$ cat config.mk
export PLATFORM = sky130hd
export DESIGN_NAME = spw_wake_enable
export DESIGN_NICKNAME = d
export VERILOG_FILES = /design/src/shared/spw_pkg.sv /design/src/hdl/spw_wake_enable.sv /design/src/hdl/spw_fall_detect.sv
export SDC_FILE = /design/constraint.sdc
export NUM_CORES = 1
export LEC_CHECK = 0
export BUFFER_PORTS_ARGS = -buffer_cell sky130_fd_sc_hd__buf_4
export CAP_MARGIN = 20
export CORE_ASPECT_RATIO = 0.9
export CORE_MARGIN = 3
export CORE_UTILIZATION = 52
export CTS_BUF_LIST = sky130_fd_sc_hd__clkbuf_4
export CTS_CLUSTER_DIAMETER = 100
export CTS_CLUSTER_SIZE = 40
export DETAILED_ROUTE_END_ITERATION = 16
export GPL_ROUTABILITY_DRIVEN = 0
export PLACE_DENSITY = 0.95
export RECOVER_POWER = 50
export SYNTH_ARGS = -nofsm -noshare
export SYNTH_HDL_FRONTEND = slang
export SYNTH_SLANG_ARGS = --single-unit
$ cat constraint.sdc
create_clock -name hclk -period 4.5 [get_ports hclk]
set_input_delay 0.675 -clock hclk [delete_from_list [all_inputs] [get_ports hclk]]
set_output_delay 0.675 -clock hclk [all_outputs]
set_load 0.01 [all_outputs]
$ cat src/shared/spw_pkg.sv
/*
  Constants for the soft power wake enable block: register indices and byte
  addresses, reset values, writable masks, field positions and source order.
  Assumes an AHB-Lite slave with 32-bit data, one register per aligned word.
*/
package spw_pkg;
  // Register indices; byte address is four times the index
  localparam logic [7:0] IDX_EN_ONE = 8'hb0;
  localparam logic [7:0] IDX_EN_TWO = 8'hb1;
  localparam logic [7:0] IDX_WAKE_STATUS = 8'hb2;
  localparam logic [7:0] IDX_IRQ_STATUS = 8'hc0;
  localparam logic [7:0] IDX_IRQ_CLEAR = 8'hc1;
  localparam logic [7:0] IDX_IRQ_ENABLE = 8'hc2;
  localparam logic [7:0] IDX_POWER_CTRL = 8'hc3;
  localparam int ADDR_W = 12;
  localparam logic [11:0] ADDR_EN_ONE = {2'b00, IDX_EN_ONE, 2'b00};
  localparam logic [11:0] ADDR_EN_TWO = {2'b00, IDX_EN_TWO, 2'b00};
  localparam logic [11:0] ADDR_WAKE_STATUS = {2'b00, IDX_WAKE_STATUS, 2'b00};
  localparam logic [11:0] ADDR_IRQ_STATUS = {2'b00, IDX_IRQ_STATUS, 2'b00};
  localparam logic [11:0] ADDR_IRQ_CLEAR = {2'b00, IDX_IRQ_CLEAR, 2'b00};
  localparam logic [11:0] ADDR_IRQ_ENABLE = {2'b00, IDX_IRQ_ENABLE, 2'b00};
  localparam logic [11:0] ADDR_POWER_CTRL = {2'b00, IDX_POWER_CTRL, 2'b00};
  // Reset values and writable bits
  localparam logic [7:0] RST_EN_ONE = 8'h00;
  localparam logic [7:0] RST_EN_TWO = 8'h80;
  localparam logic [7:0] WR_MASK_EN_ONE = 8'h7f;
  localparam logic [7:0] WR_MASK_EN_TWO = 8'hdb;
  localparam logic [7:0] STATUS_LATCH_MASK = 8'h4f;
  // First enable register fields (status register shares the layout)
  localparam int EN1_RING_A = 0;
  localparam int EN1_RING_B = 1;
  localparam int EN1_KEYBOARD = 2;
  localparam int EN1_MOUSE = 3;
  localparam int EN1_GROUP_A = 4;
  localparam int EN1_GROUP_B = 5;
  localparam int EN1_INFRARED = 6;
  // Second enable register fields
  localparam int EN2_RX_A = 0;
  localparam int EN2_RX_B = 1;
  localparam int EN2_RING = 3;
  localparam int EN2_POR_OFF = 4;
  localparam int EN2_POR_ON = 6;
  // Order of edge-detected wake sources
  localparam int NUM_SRC = 8;
  localparam int SRC_RING_A = 0;
  localparam int SRC_RING_B = 1;
  localparam int SRC_KEYBOARD = 2;
  localparam int SRC_MOUSE = 3;
  localparam int SRC_INFRARED = 4;
  localparam int SRC_RX_A = 5;
  localparam int SRC_RX_B = 6;
  localparam int SRC_RING_PIN = 7;
  // Interrupt status bits
  localparam int IRQ_W = 2;
  localparam int IRQ_WAKE = 0;
  localparam int IRQ_STANDBY = 1;
  // Power control register release bit
  localparam int CTRL_RELEASE = 0;
  // Bus constants
  localparam int HTRANS_ACTIVE_BIT = 1;
  localparam logic HRESP_OKAY = 1'b0;
  localparam logic [7:0] BYTE_ZERO = 8'h00;
endpackage

$ cat src/hdl/spw_wake_enable.sv
/*
  Soft power wake enable block: enable registers, wake status, power-on
  request output and interrupt logic behind an AHB-Lite slave.
  Assumes wake pins synchronous to hclk, hresetn is the battery power-on
  reset, and standby_reset is a one-cycle pulse of the standby supply reset.
*/
// Functional notes
// - Set enable lets source wake; clear blocks
// - First register bits 0,1 gate ring indicators
// - First register bits 2,3 gate keyboard, mouse
// - First register bits 4,5 gate group interrupts
// - Bit 6 gates infrared input; bit 7 reserved
// - Second register bits 0,1 gate serial receive
// - Second register bit 3 gates dedicated ring
// - Bit 4: standby reset floats output inactive
// - Neither bit: output keeps state over reset
// - Bit 6 with bit 4 clear: standby reset drives output low
// - Battery reset: 0x00 and 0x80 values
// - Bit 6 powers machine up only at standby reset
// - First register falling edges latched as type-one events
// - Status read clears latched; group bits live
`timescale 1ns/1ps
module spw_wake_enable (
  // Clock and battery reset
  input wire logic hclk,
  input wire logic hresetn,
  // AHB-Lite slave
  input wire logic hsel,
  input wire logic [31:0] haddr,
  input wire logic [1:0] htrans,
  input wire logic hwrite,
  input wire logic [2:0] hsize,
  input wire logic [31:0] hwdata,
  input wire logic hready,
  output logic [31:0] hrdata,
  output logic hreadyout,
  output logic hresp,
  // Wake pins
  input wire logic ring_a_n,
  input wire logic ring_b_n,
  input wire logic keyboard_data,
  input wire logic mouse_data,
  input wire logic infrared_rx_b,
  input wire logic serial_rx_a,
  input wire logic serial_rx_b,
  input wire logic ring_input_n,
  input wire logic group_irq_a,
  input wire logic group_irq_b,
  // Standby supply reset pulse
  input wire logic standby_reset,
  // Open-drain power-on request and interrupt
  output logic power_on_request_n,
  output logic power_on_oe,
  output logic irq
);
  logic [7:0] wake_enable_one;
  logic [7:0] wake_enable_two;
  logic [7:0] wake_status;
  logic [spw_pkg::IRQ_W-1:0] irq_status;
  logic [spw_pkg::IRQ_W-1:0] irq_enable;
  logic power_active;
  logic wr_pend;
  logic [spw_pkg::ADDR_W-1:0] wr_addr;
  logic [7:0] next_enable_one;
  logic [7:0] next_enable_two;
  logic [7:0] next_status;
  logic [spw_pkg::IRQ_W-1:0] next_irq_status;
  logic [spw_pkg::IRQ_W-1:0] next_irq_enable;
  logic next_power_active;
  logic next_wr_pend;
  logic [spw_pkg::ADDR_W-1:0] next_wr_addr;
  logic [31:0] next_hrdata;
  logic [spw_pkg::NUM_SRC-1:0] pins;
  logic [spw_pkg::NUM_SRC-1:0] fall;
  logic [spw_pkg::NUM_SRC-1:0] src_enable;
  logic [7:0] latch_set;
  logic group_wake;
  logic wake;
  logic acc;
  logic acc_rd;
  logic [spw_pkg::ADDR_W-1:0] acc_addr;
  logic wr_data;
  logic [7:0] wbyte;
  logic release_req;
  logic [spw_pkg::IRQ_W-1:0] irq_set;
  logic [spw_pkg::IRQ_W-1:0] irq_clr;
  logic seen_clk;

  // Pin bundle for the edge detectors
  assign pins[spw_pkg::SRC_RING_A] = ring_a_n;
  assign pins[spw_pkg::SRC_RING_B] = ring_b_n;
  assign pins[spw_pkg::SRC_KEYBOARD] = keyboard_data;
  assign pins[spw_pkg::SRC_MOUSE] = mouse_data;
  assign pins[spw_pkg::SRC_INFRARED] = infrared_rx_b;
  assign pins[spw_pkg::SRC_RX_A] = serial_rx_a;
  assign pins[spw_pkg::SRC_RX_B] = serial_rx_b;
  assign pins[spw_pkg::SRC_RING_PIN] = ring_input_n;

  spw_fall_detect #(
    .WIDTH(spw_pkg::NUM_SRC)
  ) u_fall (
    .hclk(hclk),
    .hresetn(hresetn),
    .pins(pins),
    .fall(fall)
  );

  // Enable bit of each edge source
  always_comb begin
    src_enable[spw_pkg::SRC_RING_A] = wake_enable_one[spw_pkg::EN1_RING_A];
    src_enable[spw_pkg::SRC_RING_B] = wake_enable_one[spw_pkg::EN1_RING_B];
    src_enable[spw_pkg::SRC_KEYBOARD] = wake_enable_one[spw_pkg::EN1_KEYBOARD];
    src_enable[spw_pkg::SRC_MOUSE] = wake_enable_one[spw_pkg::EN1_MOUSE];
    src_enable[spw_pkg::SRC_INFRARED] = wake_enable_one[spw_pkg::EN1_INFRARED];
    src_enable[spw_pkg::SRC_RX_A] = wake_enable_two[spw_pkg::EN2_RX_A];
    src_enable[spw_pkg::SRC_RX_B] = wake_enable_two[spw_pkg::EN2_RX_B];
    src_enable[spw_pkg::SRC_RING_PIN] = wake_enable_two[spw_pkg::EN2_RING];
  end

  // Wake decision: enabled edges or enabled group levels
  assign group_wake = (group_irq_a & wake_enable_one[spw_pkg::EN1_GROUP_A])
    | (group_irq_b & wake_enable_one[spw_pkg::EN1_GROUP_B]);
  assign wake = (|(fall & src_enable)) | group_wake;

  // Type-one events latched only when enabled
  always_comb begin
    latch_set = spw_pkg::BYTE_ZERO;
    latch_set[spw_pkg::EN1_RING_A] = fall[spw_pkg::SRC_RING_A] & src_enable[spw_pkg::SRC_RING_A];
    latch_set[spw_pkg::EN1_RING_B] = fall[spw_pkg::SRC_RING_B] & src_enable[spw_pkg::SRC_RING_B];
    latch_set[spw_pkg::EN1_KEYBOARD] = fall[spw_pkg::SRC_KEYBOARD]
      & src_enable[spw_pkg::SRC_KEYBOARD];
    latch_set[spw_pkg::EN1_MOUSE] = fall[spw_pkg::SRC_MOUSE] & src_enable[spw_pkg::SRC_MOUSE];
    latch_set[spw_pkg::EN1_INFRARED] = fall[spw_pkg::SRC_INFRARED]
      & src_enable[spw_pkg::SRC_INFRARED];
  end

  // Bus transfer qualification
  assign acc = hsel & htrans[spw_pkg::HTRANS_ACTIVE_BIT] & hready;
  assign acc_rd = acc & ~hwrite;
  assign acc_addr = haddr[spw_pkg::ADDR_W-1:0];
  assign wr_data = wr_pend;
  assign wbyte = hwdata[7:0];
  assign release_req = wr_data && (wr_addr == spw_pkg::ADDR_POWER_CTRL)
    && wbyte[spw_pkg::CTRL_RELEASE];

  // Interrupt events and software clear
  always_comb begin
    irq_set = '0;
    irq_set[spw_pkg::IRQ_WAKE] = wake;
    irq_set[spw_pkg::IRQ_STANDBY] = standby_reset;
    irq_clr = '0;
    if (wr_data && (wr_addr == spw_pkg::ADDR_IRQ_CLEAR)) begin
      irq_clr = wbyte[spw_pkg::IRQ_W-1:0];
    end
  end

  // Next register values
  always_comb begin
    next_wr_pend = acc & hwrite;
    next_wr_addr = acc ? acc_addr : wr_addr;
    next_enable_one = wake_enable_one;
    next_enable_two = wake_enable_two;
    next_irq_enable = irq_enable;
    if (wr_data && (wr_addr == spw_pkg::ADDR_EN_ONE)) begin
      next_enable_one = wbyte & spw_pkg::WR_MASK_EN_ONE;
    end
    if (wr_data && (wr_addr == spw_pkg::ADDR_EN_TWO)) begin
      next_enable_two = wbyte & spw_pkg::WR_MASK_EN_TWO;
    end
    if (wr_data && (wr_addr == spw_pkg::ADDR_IRQ_ENABLE)) begin
      next_irq_enable = wbyte[spw_pkg::IRQ_W-1:0];
    end
    // Set wins over clear
    next_irq_status = (irq_status & ~irq_clr) | irq_set;
    next_status = wake_status;
    if (acc_rd && (acc_addr == spw_pkg::ADDR_WAKE_STATUS)) begin
      next_status = wake_status & ~spw_pkg::STATUS_LATCH_MASK;
    end
    next_status = next_status | latch_set;
  end

  // Power-on request state
  always_comb begin
    next_power_active = power_active;
    if (standby_reset) begin
      if (wake_enable_two[spw_pkg::EN2_POR_OFF]) begin
        next_power_active = 1'b0;
      end else if (wake_enable_two[spw_pkg::EN2_POR_ON]) begin
        next_power_active = 1'b1;
      end else begin
        next_power_active = power_active;
      end
    end else if (wake) begin
      next_power_active = 1'b1;
    end else if (release_req) begin
      next_power_active = 1'b0;
    end
  end

  // Read data; enable registers taken from updated values to see a write just ahead
  always_comb begin
    next_hrdata = hrdata;
    if (acc_rd) begin
      next_hrdata = '0;
      case (acc_addr)
        spw_pkg::ADDR_EN_ONE: next_hrdata[7:0] = next_enable_one;
        spw_pkg::ADDR_EN_TWO: next_hrdata[7:0] = next_enable_two;
        spw_pkg::ADDR_WAKE_STATUS: begin
          next_hrdata[7:0] = wake_status & spw_pkg::STATUS_LATCH_MASK;
          next_hrdata[spw_pkg::EN1_GROUP_A] = group_irq_a;
          next_hrdata[spw_pkg::EN1_GROUP_B] = group_irq_b;
        end
        spw_pkg::ADDR_IRQ_STATUS: next_hrdata[spw_pkg::IRQ_W-1:0] = irq_status;
        spw_pkg::ADDR_IRQ_ENABLE: next_hrdata[spw_pkg::IRQ_W-1:0] = next_irq_enable;
        default: next_hrdata = '0;
      endcase
    end
  end

  // Registers; battery reset sets the documented defaults
  always_ff @(posedge hclk or negedge hresetn) begin
    if (!hresetn) begin
      wake_enable_one <= spw_pkg::RST_EN_ONE;
      wake_enable_two <= spw_pkg::RST_EN_TWO;
      wake_status <= spw_pkg::BYTE_ZERO;
      irq_status <= '0;
      irq_enable <= '0;
      power_active <= 1'b0;
      power_on_request_n <= 1'b1;
      power_on_oe <= 1'b0;
      irq <= 1'b0;
      wr_pend <= 1'b0;
      wr_addr <= '0;
      hrdata <= '0;
      hreadyout <= 1'b0;
      hresp <= spw_pkg::HRESP_OKAY;
      seen_clk <= 1'b0;
    end else begin
      wake_enable_one <= next_enable_one;
      wake_enable_two <= next_enable_two;
      wake_status <= next_status;
      irq_status <= next_irq_status;
      irq_enable <= next_irq_enable;
      power_active <= next_power_active;
      power_on_request_n <= ~next_power_active;
      power_on_oe <= next_power_active;
      irq <= |(next_irq_status & next_irq_enable);
      wr_pend <= next_wr_pend;
      wr_addr <= next_wr_addr;
      hrdata <= next_hrdata;
      hreadyout <= 1'b1;
      hresp <= spw_pkg::HRESP_OKAY;
      seen_clk <= 1'b1;
    end
  end

  // Checks on the power-on output, registers and status
  property p_wake_on;
    @(posedge hclk) disable iff (!hresetn)
      (wake && !standby_reset) |=> (power_on_oe && !power_on_request_n);
  endproperty
  a_wake_on: assert property (p_wake_on)
    else $error("enabled wake did not assert power-on");

  property p_disabled_ignored;
    @(posedge hclk) disable iff (!hresetn)
      (!power_active && !standby_reset && !(|(fall & src_enable)) && !group_wake)
      |=> (!power_on_oe && power_on_request_n);
  endproperty
  a_disabled_ignored: assert property (p_disabled_ignored)
    else $error("power-on asserted without enabled wake");

  property p_por_off;
    @(posedge hclk) disable iff (!hresetn)
      (standby_reset && wake_enable_two[spw_pkg::EN2_POR_OFF])
      |=> (!power_on_oe && power_on_request_n);
  endproperty
  a_por_off: assert property (p_por_off)
    else $error("standby reset did not float power-on");

  property p_por_on;
    @(posedge hclk) disable iff (!hresetn)
      (standby_reset && !wake_enable_two[spw_pkg::EN2_POR_OFF]
      && wake_enable_two[spw_pkg::EN2_POR_ON]) |=> (power_on_oe && !power_on_request_n);
  endproperty
  a_por_on: assert property (p_por_on)
    else $error("standby reset did not drive power-on");

  property p_por_hold;
    @(posedge hclk) disable iff (!hresetn)
      (standby_reset && !wake_enable_two[spw_pkg::EN2_POR_OFF]
      && !wake_enable_two[spw_pkg::EN2_POR_ON]) |=> (power_on_oe == $past(power_on_oe));
  endproperty
  a_por_hold: assert property (p_por_hold)
    else $error("power-on changed over standby reset");

  property p_reset_values;
    @(posedge hclk) disable iff (!hresetn)
      !seen_clk |-> (wake_enable_one == spw_pkg::RST_EN_ONE
      && wake_enable_two == spw_pkg::RST_EN_TWO);
  endproperty
  a_reset_values: assert property (p_reset_values)
    else $error("enable registers wrong after reset");

  property p_status_clear;
    @(posedge hclk) disable iff (!hresetn)
      (acc_rd && acc_addr == spw_pkg::ADDR_WAKE_STATUS && latch_set == spw_pkg::BYTE_ZERO)
      |=> ((wake_status & spw_pkg::STATUS_LATCH_MASK) == spw_pkg::BYTE_ZERO);
  endproperty
  a_status_clear: assert property (p_status_clear)
    else $error("status read did not clear latched bits");

  property p_keyboard_latch;
    @(posedge hclk) disable iff (!hresetn)
      (fall[spw_pkg::SRC_KEYBOARD] && wake_enable_one[spw_pkg::EN1_KEYBOARD])
      |=> wake_status[spw_pkg::EN1_KEYBOARD] ##1 wake_status[spw_pkg::EN1_KEYBOARD]
      || $past(acc_rd);
  endproperty
  a_keyboard_latch: assert property (p_keyboard_latch)
    else $error("keyboard edge not latched");

  property p_ring_pin;
    @(posedge hclk) disable iff (!hresetn)
      (fall[spw_pkg::SRC_RING_PIN] && wake_enable_two[spw_pkg::EN2_RING] && !standby_reset)
      |=> power_active;
  endproperty
  a_ring_pin: assert property (p_ring_pin)
    else $error("ring pin wake ignored");

  property p_reserved_zero;
    @(posedge hclk) disable iff (!hresetn)
      ((wake_enable_one & ~spw_pkg::WR_MASK_EN_ONE) == spw_pkg::BYTE_ZERO)
      && ((wake_enable_two & ~spw_pkg::WR_MASK_EN_TWO) == spw_pkg::BYTE_ZERO);
  endproperty
  a_reserved_zero: assert property (p_reserved_zero)
    else $error("reserved enable bit set");
endmodule

$ cat src/hdl/spw_fall_detect.sv
/*
  Falling edge detector for a group of wake pins, one stage per pin.
  Assumes the pins are already synchronous to hclk and idle high.
*/
`timescale 1ns/1ps
module spw_fall_detect #(
  parameter int WIDTH = 8
) (
  // Clock and reset
  input wire logic hclk,
  input wire logic hresetn,
  // Pins and edge pulses
  input wire logic [WIDTH-1:0] pins,
  output logic [WIDTH-1:0] fall
);
  logic [WIDTH-1:0] prev;
  logic [WIDTH-1:0] next_prev;

  genvar i;
  generate
    for (i = 0; i < WIDTH; i++) begin : g_bit
      // High-to-low transition seen against last sample
      always_comb begin
        next_prev[i] = pins[i];
        fall[i] = prev[i] & ~pins[i];
      end

      // Previous level, idle high out of reset
      always_ff @(posedge hclk or negedge hresetn) begin
        if (!hresetn) begin
          prev[i] <= 1'b1;
        end else begin
          prev[i] <= next_prev[i];
        end
      end
    end
  endgenerate
endmodule

======== After elaboration in Yosys (flattened, before gate mapping) ========
Index checks and enable logic that the tools add are counted.
word-level totals
  register bits after elaboration ......... 61
  bits of input ports ..................... 85
  output and inout port bits .............. 37
  word-level logic and storage cells ...... 88
operators by class
  eq/ne operators ......................... 10
  muxes and demuxes ....................... 12
  bitwise operators ....................... 37
  reductions and logical operators ........ 9
operator list
  operator                                                           count
  12-bit by 10-bit == test with 1-bit output, second input constant  10
  1-bit AND                                                          19
  6-bit one-hot mux with 3 select lines                              1
  8-bit 2-to-1 mux                                                   2
  1-bit inverter                                                     10
  2-bit one-hot mux with 5 select lines                              1
  8-bit AND                                                          1
  8-bit by 7-bit OR with 8-bit output                                1
  8-bit OR reduction                                                 1
  1-bit logical AND                                                  7
  7-bit 2-to-1 mux                                                   1
  1-bit 2-to-1 mux                                                   5
  2-bit AND                                                          2
  2-bit 2-to-1 mux                                                   2
  2-bit inverter                                                     1
  1-bit OR                                                           2
  2-bit OR                                                           1
  2-bit OR reduction                                                 1

======== Depth between registers and ports, before layout ========
  depth in word-level cells ............... 8
  depth in mapped cells ................... 7

======== By module ========
A second synthesis with hierarchy kept.
unflattened totals
  cell total of the unflattened synthesis .. 222
  area, all modules ....................... 2763.9 µm²
by module, submodules not included
  module           instances  cells an instance  area each (µm²)
  spw_wake_enable  1          206                2443.6
  spw_fall_detect  1          16                 320.3

======== Least setup slack after synthesis ========
No wires, ideal clock.
  path type ............................... in2reg
  from .................................... input haddr[4]
  to ...................................... register wake_status[6]
  setup time .............................. 118 ps
  arrival time ............................ 2341 ps
  data required time ...................... 4382 ps
  setup slack ............................. 2041 ps
  stages .................................. 5
  path buffers ............................ 1
  cells stage by stage .................... or4b_2 -> clkbuf_1 -> nor4_2 -> nand2_1 -> a21o_1
between the ends
  longest elaborated chain between the ends .. 4
RTL lines
  what                                        RTL line                source
  start: declaration                          spw_wake_enable.sv:29   input wire logic [31:0] haddr,
  12-bit by 10-bit == test with 1-bit output  spw_wake_enable.sv:176  if (acc_rd && (acc_addr == spw_pkg::ADDR_WAKE_STATUS)) begin
  1-bit logical AND                           spw_wake_enable.sv:176
  7-bit 2-to-1 mux                            spw_wake_enable.sv:176
  8-bit by 7-bit OR with 8-bit output         spw_wake_enable.sv:179  next_status = next_status | latch_set;
  named net next_status[6]                    spw_wake_enable.sv:66   logic [7:0] next_status;
  end signal: assignment                      spw_wake_enable.sv:225  wake_status <= spw_pkg::BYTE_ZERO;
  end signal: assignment                      spw_wake_enable.sv:241  wake_status <= next_status;
  end: declaration                            spw_wake_enable.sv:58   logic [7:0] wake_status;
The timed path passes the listed nets, and every way through them passes these cells.
A chain may end at the register's enable or synchronous reset.

==> results by group <==
STA
  – Fin crit share: 64.4%
  – Fin. Hold Viols: 0
  – Pins Over Slew Limit: 59
  – Final worst slack: 1.60 ns
  – Total negative slack: 0 ns
  – Max_slew headroom: -96.4%
  – Hold slack final: 0.378 ns
  – Final Setup Violations: 0
  – Tightest Pin Transition: 2.95 ns
  – RSZ-0062 raised after global routing: false
  – Fmax achieved: 345 MHz
  – Fin Clk Skew: 0.0101 ns
  – Clock period minus worst slack: 2.90 ns

Critical path
  – Top delay family on crit path: buffers and inverters
  – Instance count on the critical path: 1
  – Crit path launch: hresetn
  – Critical-path maximum fanout: 58
  – CP endpoint: wr_addr[1]
  – Reg-to-Reg Start: wr_addr[11]
  – R2R Setup Slk: 1.87 ns
  – Reg2Reg Depth: 5
  – Critical Path AT: 2.76 ns
  – CP max stage cell: clkbuf_1
  – Crit path kind: input port to asynchronous set/reset pin
  – CP Buf/Inv Count: 1
  – Crit-path cells: clkbuf_1
  – Crit. End Element: asynchronous set/reset pin
  – Type of origin of the critical path: input port
  – Worst stage delay on the critical path: 2.04 ns
  – Critical Path RT: 4.36 ns
  – Reg-to-Reg End: hrdata[1]

Die
  – Full die area: 6110 sq um
  – Die width: 82.1 microns
  – Core Area: 4920 sq um
  – # rows: 24
  – Ports: 122
  – Starting density of the core: 55.0%
  – Die H: 74.5 microns

CTS
  – # hold bufs at CTS: 0
  – Clk sinks: 58
  – CTS tree: built
  – TritonCTS buffer count: 9
  – Post-CTS setup buffers: 0
  – Root buffer cell: clkbuf_4
  – # H-tree levels: 3
  – Clock Tree Buf Depth: 2
  – Clk_lat worst skew: 0.40 ns
  – Clock-pin slew on the worst setup and hold paths: 0.08 ns
  – Cts repair resizes: 0

Synth
  – Syn_area_per_cell: 11.7 sq um
  – Ys async rst share: 100%
  – Main flop type after synthesis: dfrtp_1
  – EDFF count, synth: 0
  – Cells after Synth: 232
  – Top cells by area, synth: dfrtp_1 44%, mux2_2 10%, dfstp_2 9.7%, buf_4 6.9%, nand2_1 3.3%
  – Most frequent cell after synthesis: dfrtp_1
  – Top cell type's share of synthesized area: 44.3%
  – Yosys warns: 0
  – Leading post-synthesis cells by instance count: 48 x dfrtp_1, 25 x buf_4, 24 x mux2_2, 24 x nand2_1, 11 x nand3_1
  – Mapped cell area: 2710 sq um
  – Area leader, netlist: dfrtp_1
  – Sequential fraction of the synthesis area: 54.0%
  – Synth Register Bits: 58
  – Netlist cell types: 43

Global routing
  – Global-route usage over all layers: 20.6%
  – Initial antenna violation count: 0
  – Wire length of the first global-routing pass: 9110 microns
  – Vias in the first global route: 1861
  – Grt ovf: 0
  – Largest net degree at the start of global routing: 59

Placed design
  – Worst slack at placement: 1.71 ns
  – # placed instances: 339
  – Number of port buffers: 48
  – Post-DP HPWL: 4270 microns

Cells and area
  – Fill count: 396
  – Area added between synthesis and finish: 16.3%
  – Ant diodes: 0
  – Net count, final: 370
  – Final non-filler cell total: 355
  – Share of layout cells above drive strength 1: 34.8%

Hold path
  – Worst hold-check path type: input port to flop
  – WHS Path Cells: 1

Drt
  – Vias per cell: 5.41
  – Post-route DRC violation count: 0
  – Drt first pass iters: 4
  – Routed vias: 1921
  – WL/cell: 15.9 microns
  – Antenna violation net count after detailed routing: 0
  – Total Routed Length: 5650 microns
  – First DRT Iteration DRCs: 177

Power and ir drop
  – Pwr dens: 335 nW/um^2
  – Total power: 1.06 mW
  – VDD IR-drop max: 0.000208 V
  – Leak: 1.48 nW

Status
  – Status: complete, but fails checks
  – Failing checks: max-capacitance violations, max-slew violations

Flow run
  – Max_cap viols: 1
==> where the power goes <==
part           internal (mW)  switching [mW]
clock                  0.184           0.172
sequential             0.558          0.0216
combinational         0.0602          0.0589
total                  0.802           0.253
==> per-stage QoR <==
step / cell area, sq um / util [%]
6_report: 3150 / 64.0
5_1_grt: 3150 / 64.0
4_1_cts: 3160 / 64.2
3_5_place_dp: 3030 / 61.5
3_3_place_gp: 3030 / 61.5
2_1_floorplan: 2800 / -
==> registers in the layout, indices dropped and copies added (netlist names) <==
name	count
hrdata	8
hreadyout	1
irq	1
irq_enable	2
irq_status	2
power_active	1
power_on_request_n	1
u_fall.prev	8
wake_enable_one	8
wake_enable_two	8
wake_status	5
wr_addr	12
wr_data	1
==> cell families (layout without fill, tap and decap cells) <==
family	Yosys count	after routing	synth area share [%]
AOI/OAI and AO/OA	21	21	5.73
DFF	58	58	54.0
buffers and inverters	35	69	8.63
other	2	26	0.277
muxes	27	27	11.1
and+or+nand+nor	89	89	20.3
==> per-layer routing <==
layer	share of wire, %	GRT usage [%]	routed length [microns]
met1	42	26.3	2370
met2	47	32.4	2670
met3	9.8	8.11	556
met4	1.1	6.46	60
met5	0	0	0
==> cells in the final DEF, fill, tap and decap left out, types with 4 or more instances in the layout <==
cell / Yosys / layout
conb_1: 2 / 26
nand2_1: 24 / 24
nand3b_1: 8 / 8
nor2b_1: 5 / 5
inv_1: 5 / 5
buf_4: 25 / 39
nand4_1: 6 / 6
clkbuf_4: 0 / 19
nand3_1: 11 / 11
dfstp_2: 10 / 10
dfrtp_1: 48 / 48
o21ai_0: 6 / 6
mux2_2: 24 / 24
nor2_1: 7 / 7
nor4_1: 4 / 4
==> area by class of cell <==
cell class	count	area, sq um	area share, %
Clock buffer	12	90.1	2.86
Clock inverter	4	42.5	1.35
Inverter	5	18.8	0.595
Multi-Input combinational cell	163	1100	35.0
Sequential cell	58	1460	46.4
Tap cell	65	81.3	2.58
Timing Repair Buffer	48	353	11.2
==> worst register-to-register path, delay by kind of cell, from the launching register on <==
family / cells / cell delay [ns]
compound gates: 1 / 0.31
mux: 1 / 0.42
flops: 1 / 0.37
simple gates: 3 / 1.43
==> worst min path at each step <==
stage                         startpoint        endpoint  slack (ns)
after floorplan                  hresetn       hrdata[0]        0.38
after global routing          mouse_data  u_fall.prev[3]        0.34
final                        serial_rx_b  u_fall.prev[6]        0.38
after global placement    wake_status[2]  wake_status[2]        0.46
after CTS                        hresetn      wr_addr[9]        0.33
after detailed placement  wake_status[2]  wake_status[2]        0.47
No activity file was read; power rests on OpenSTA's default activity.
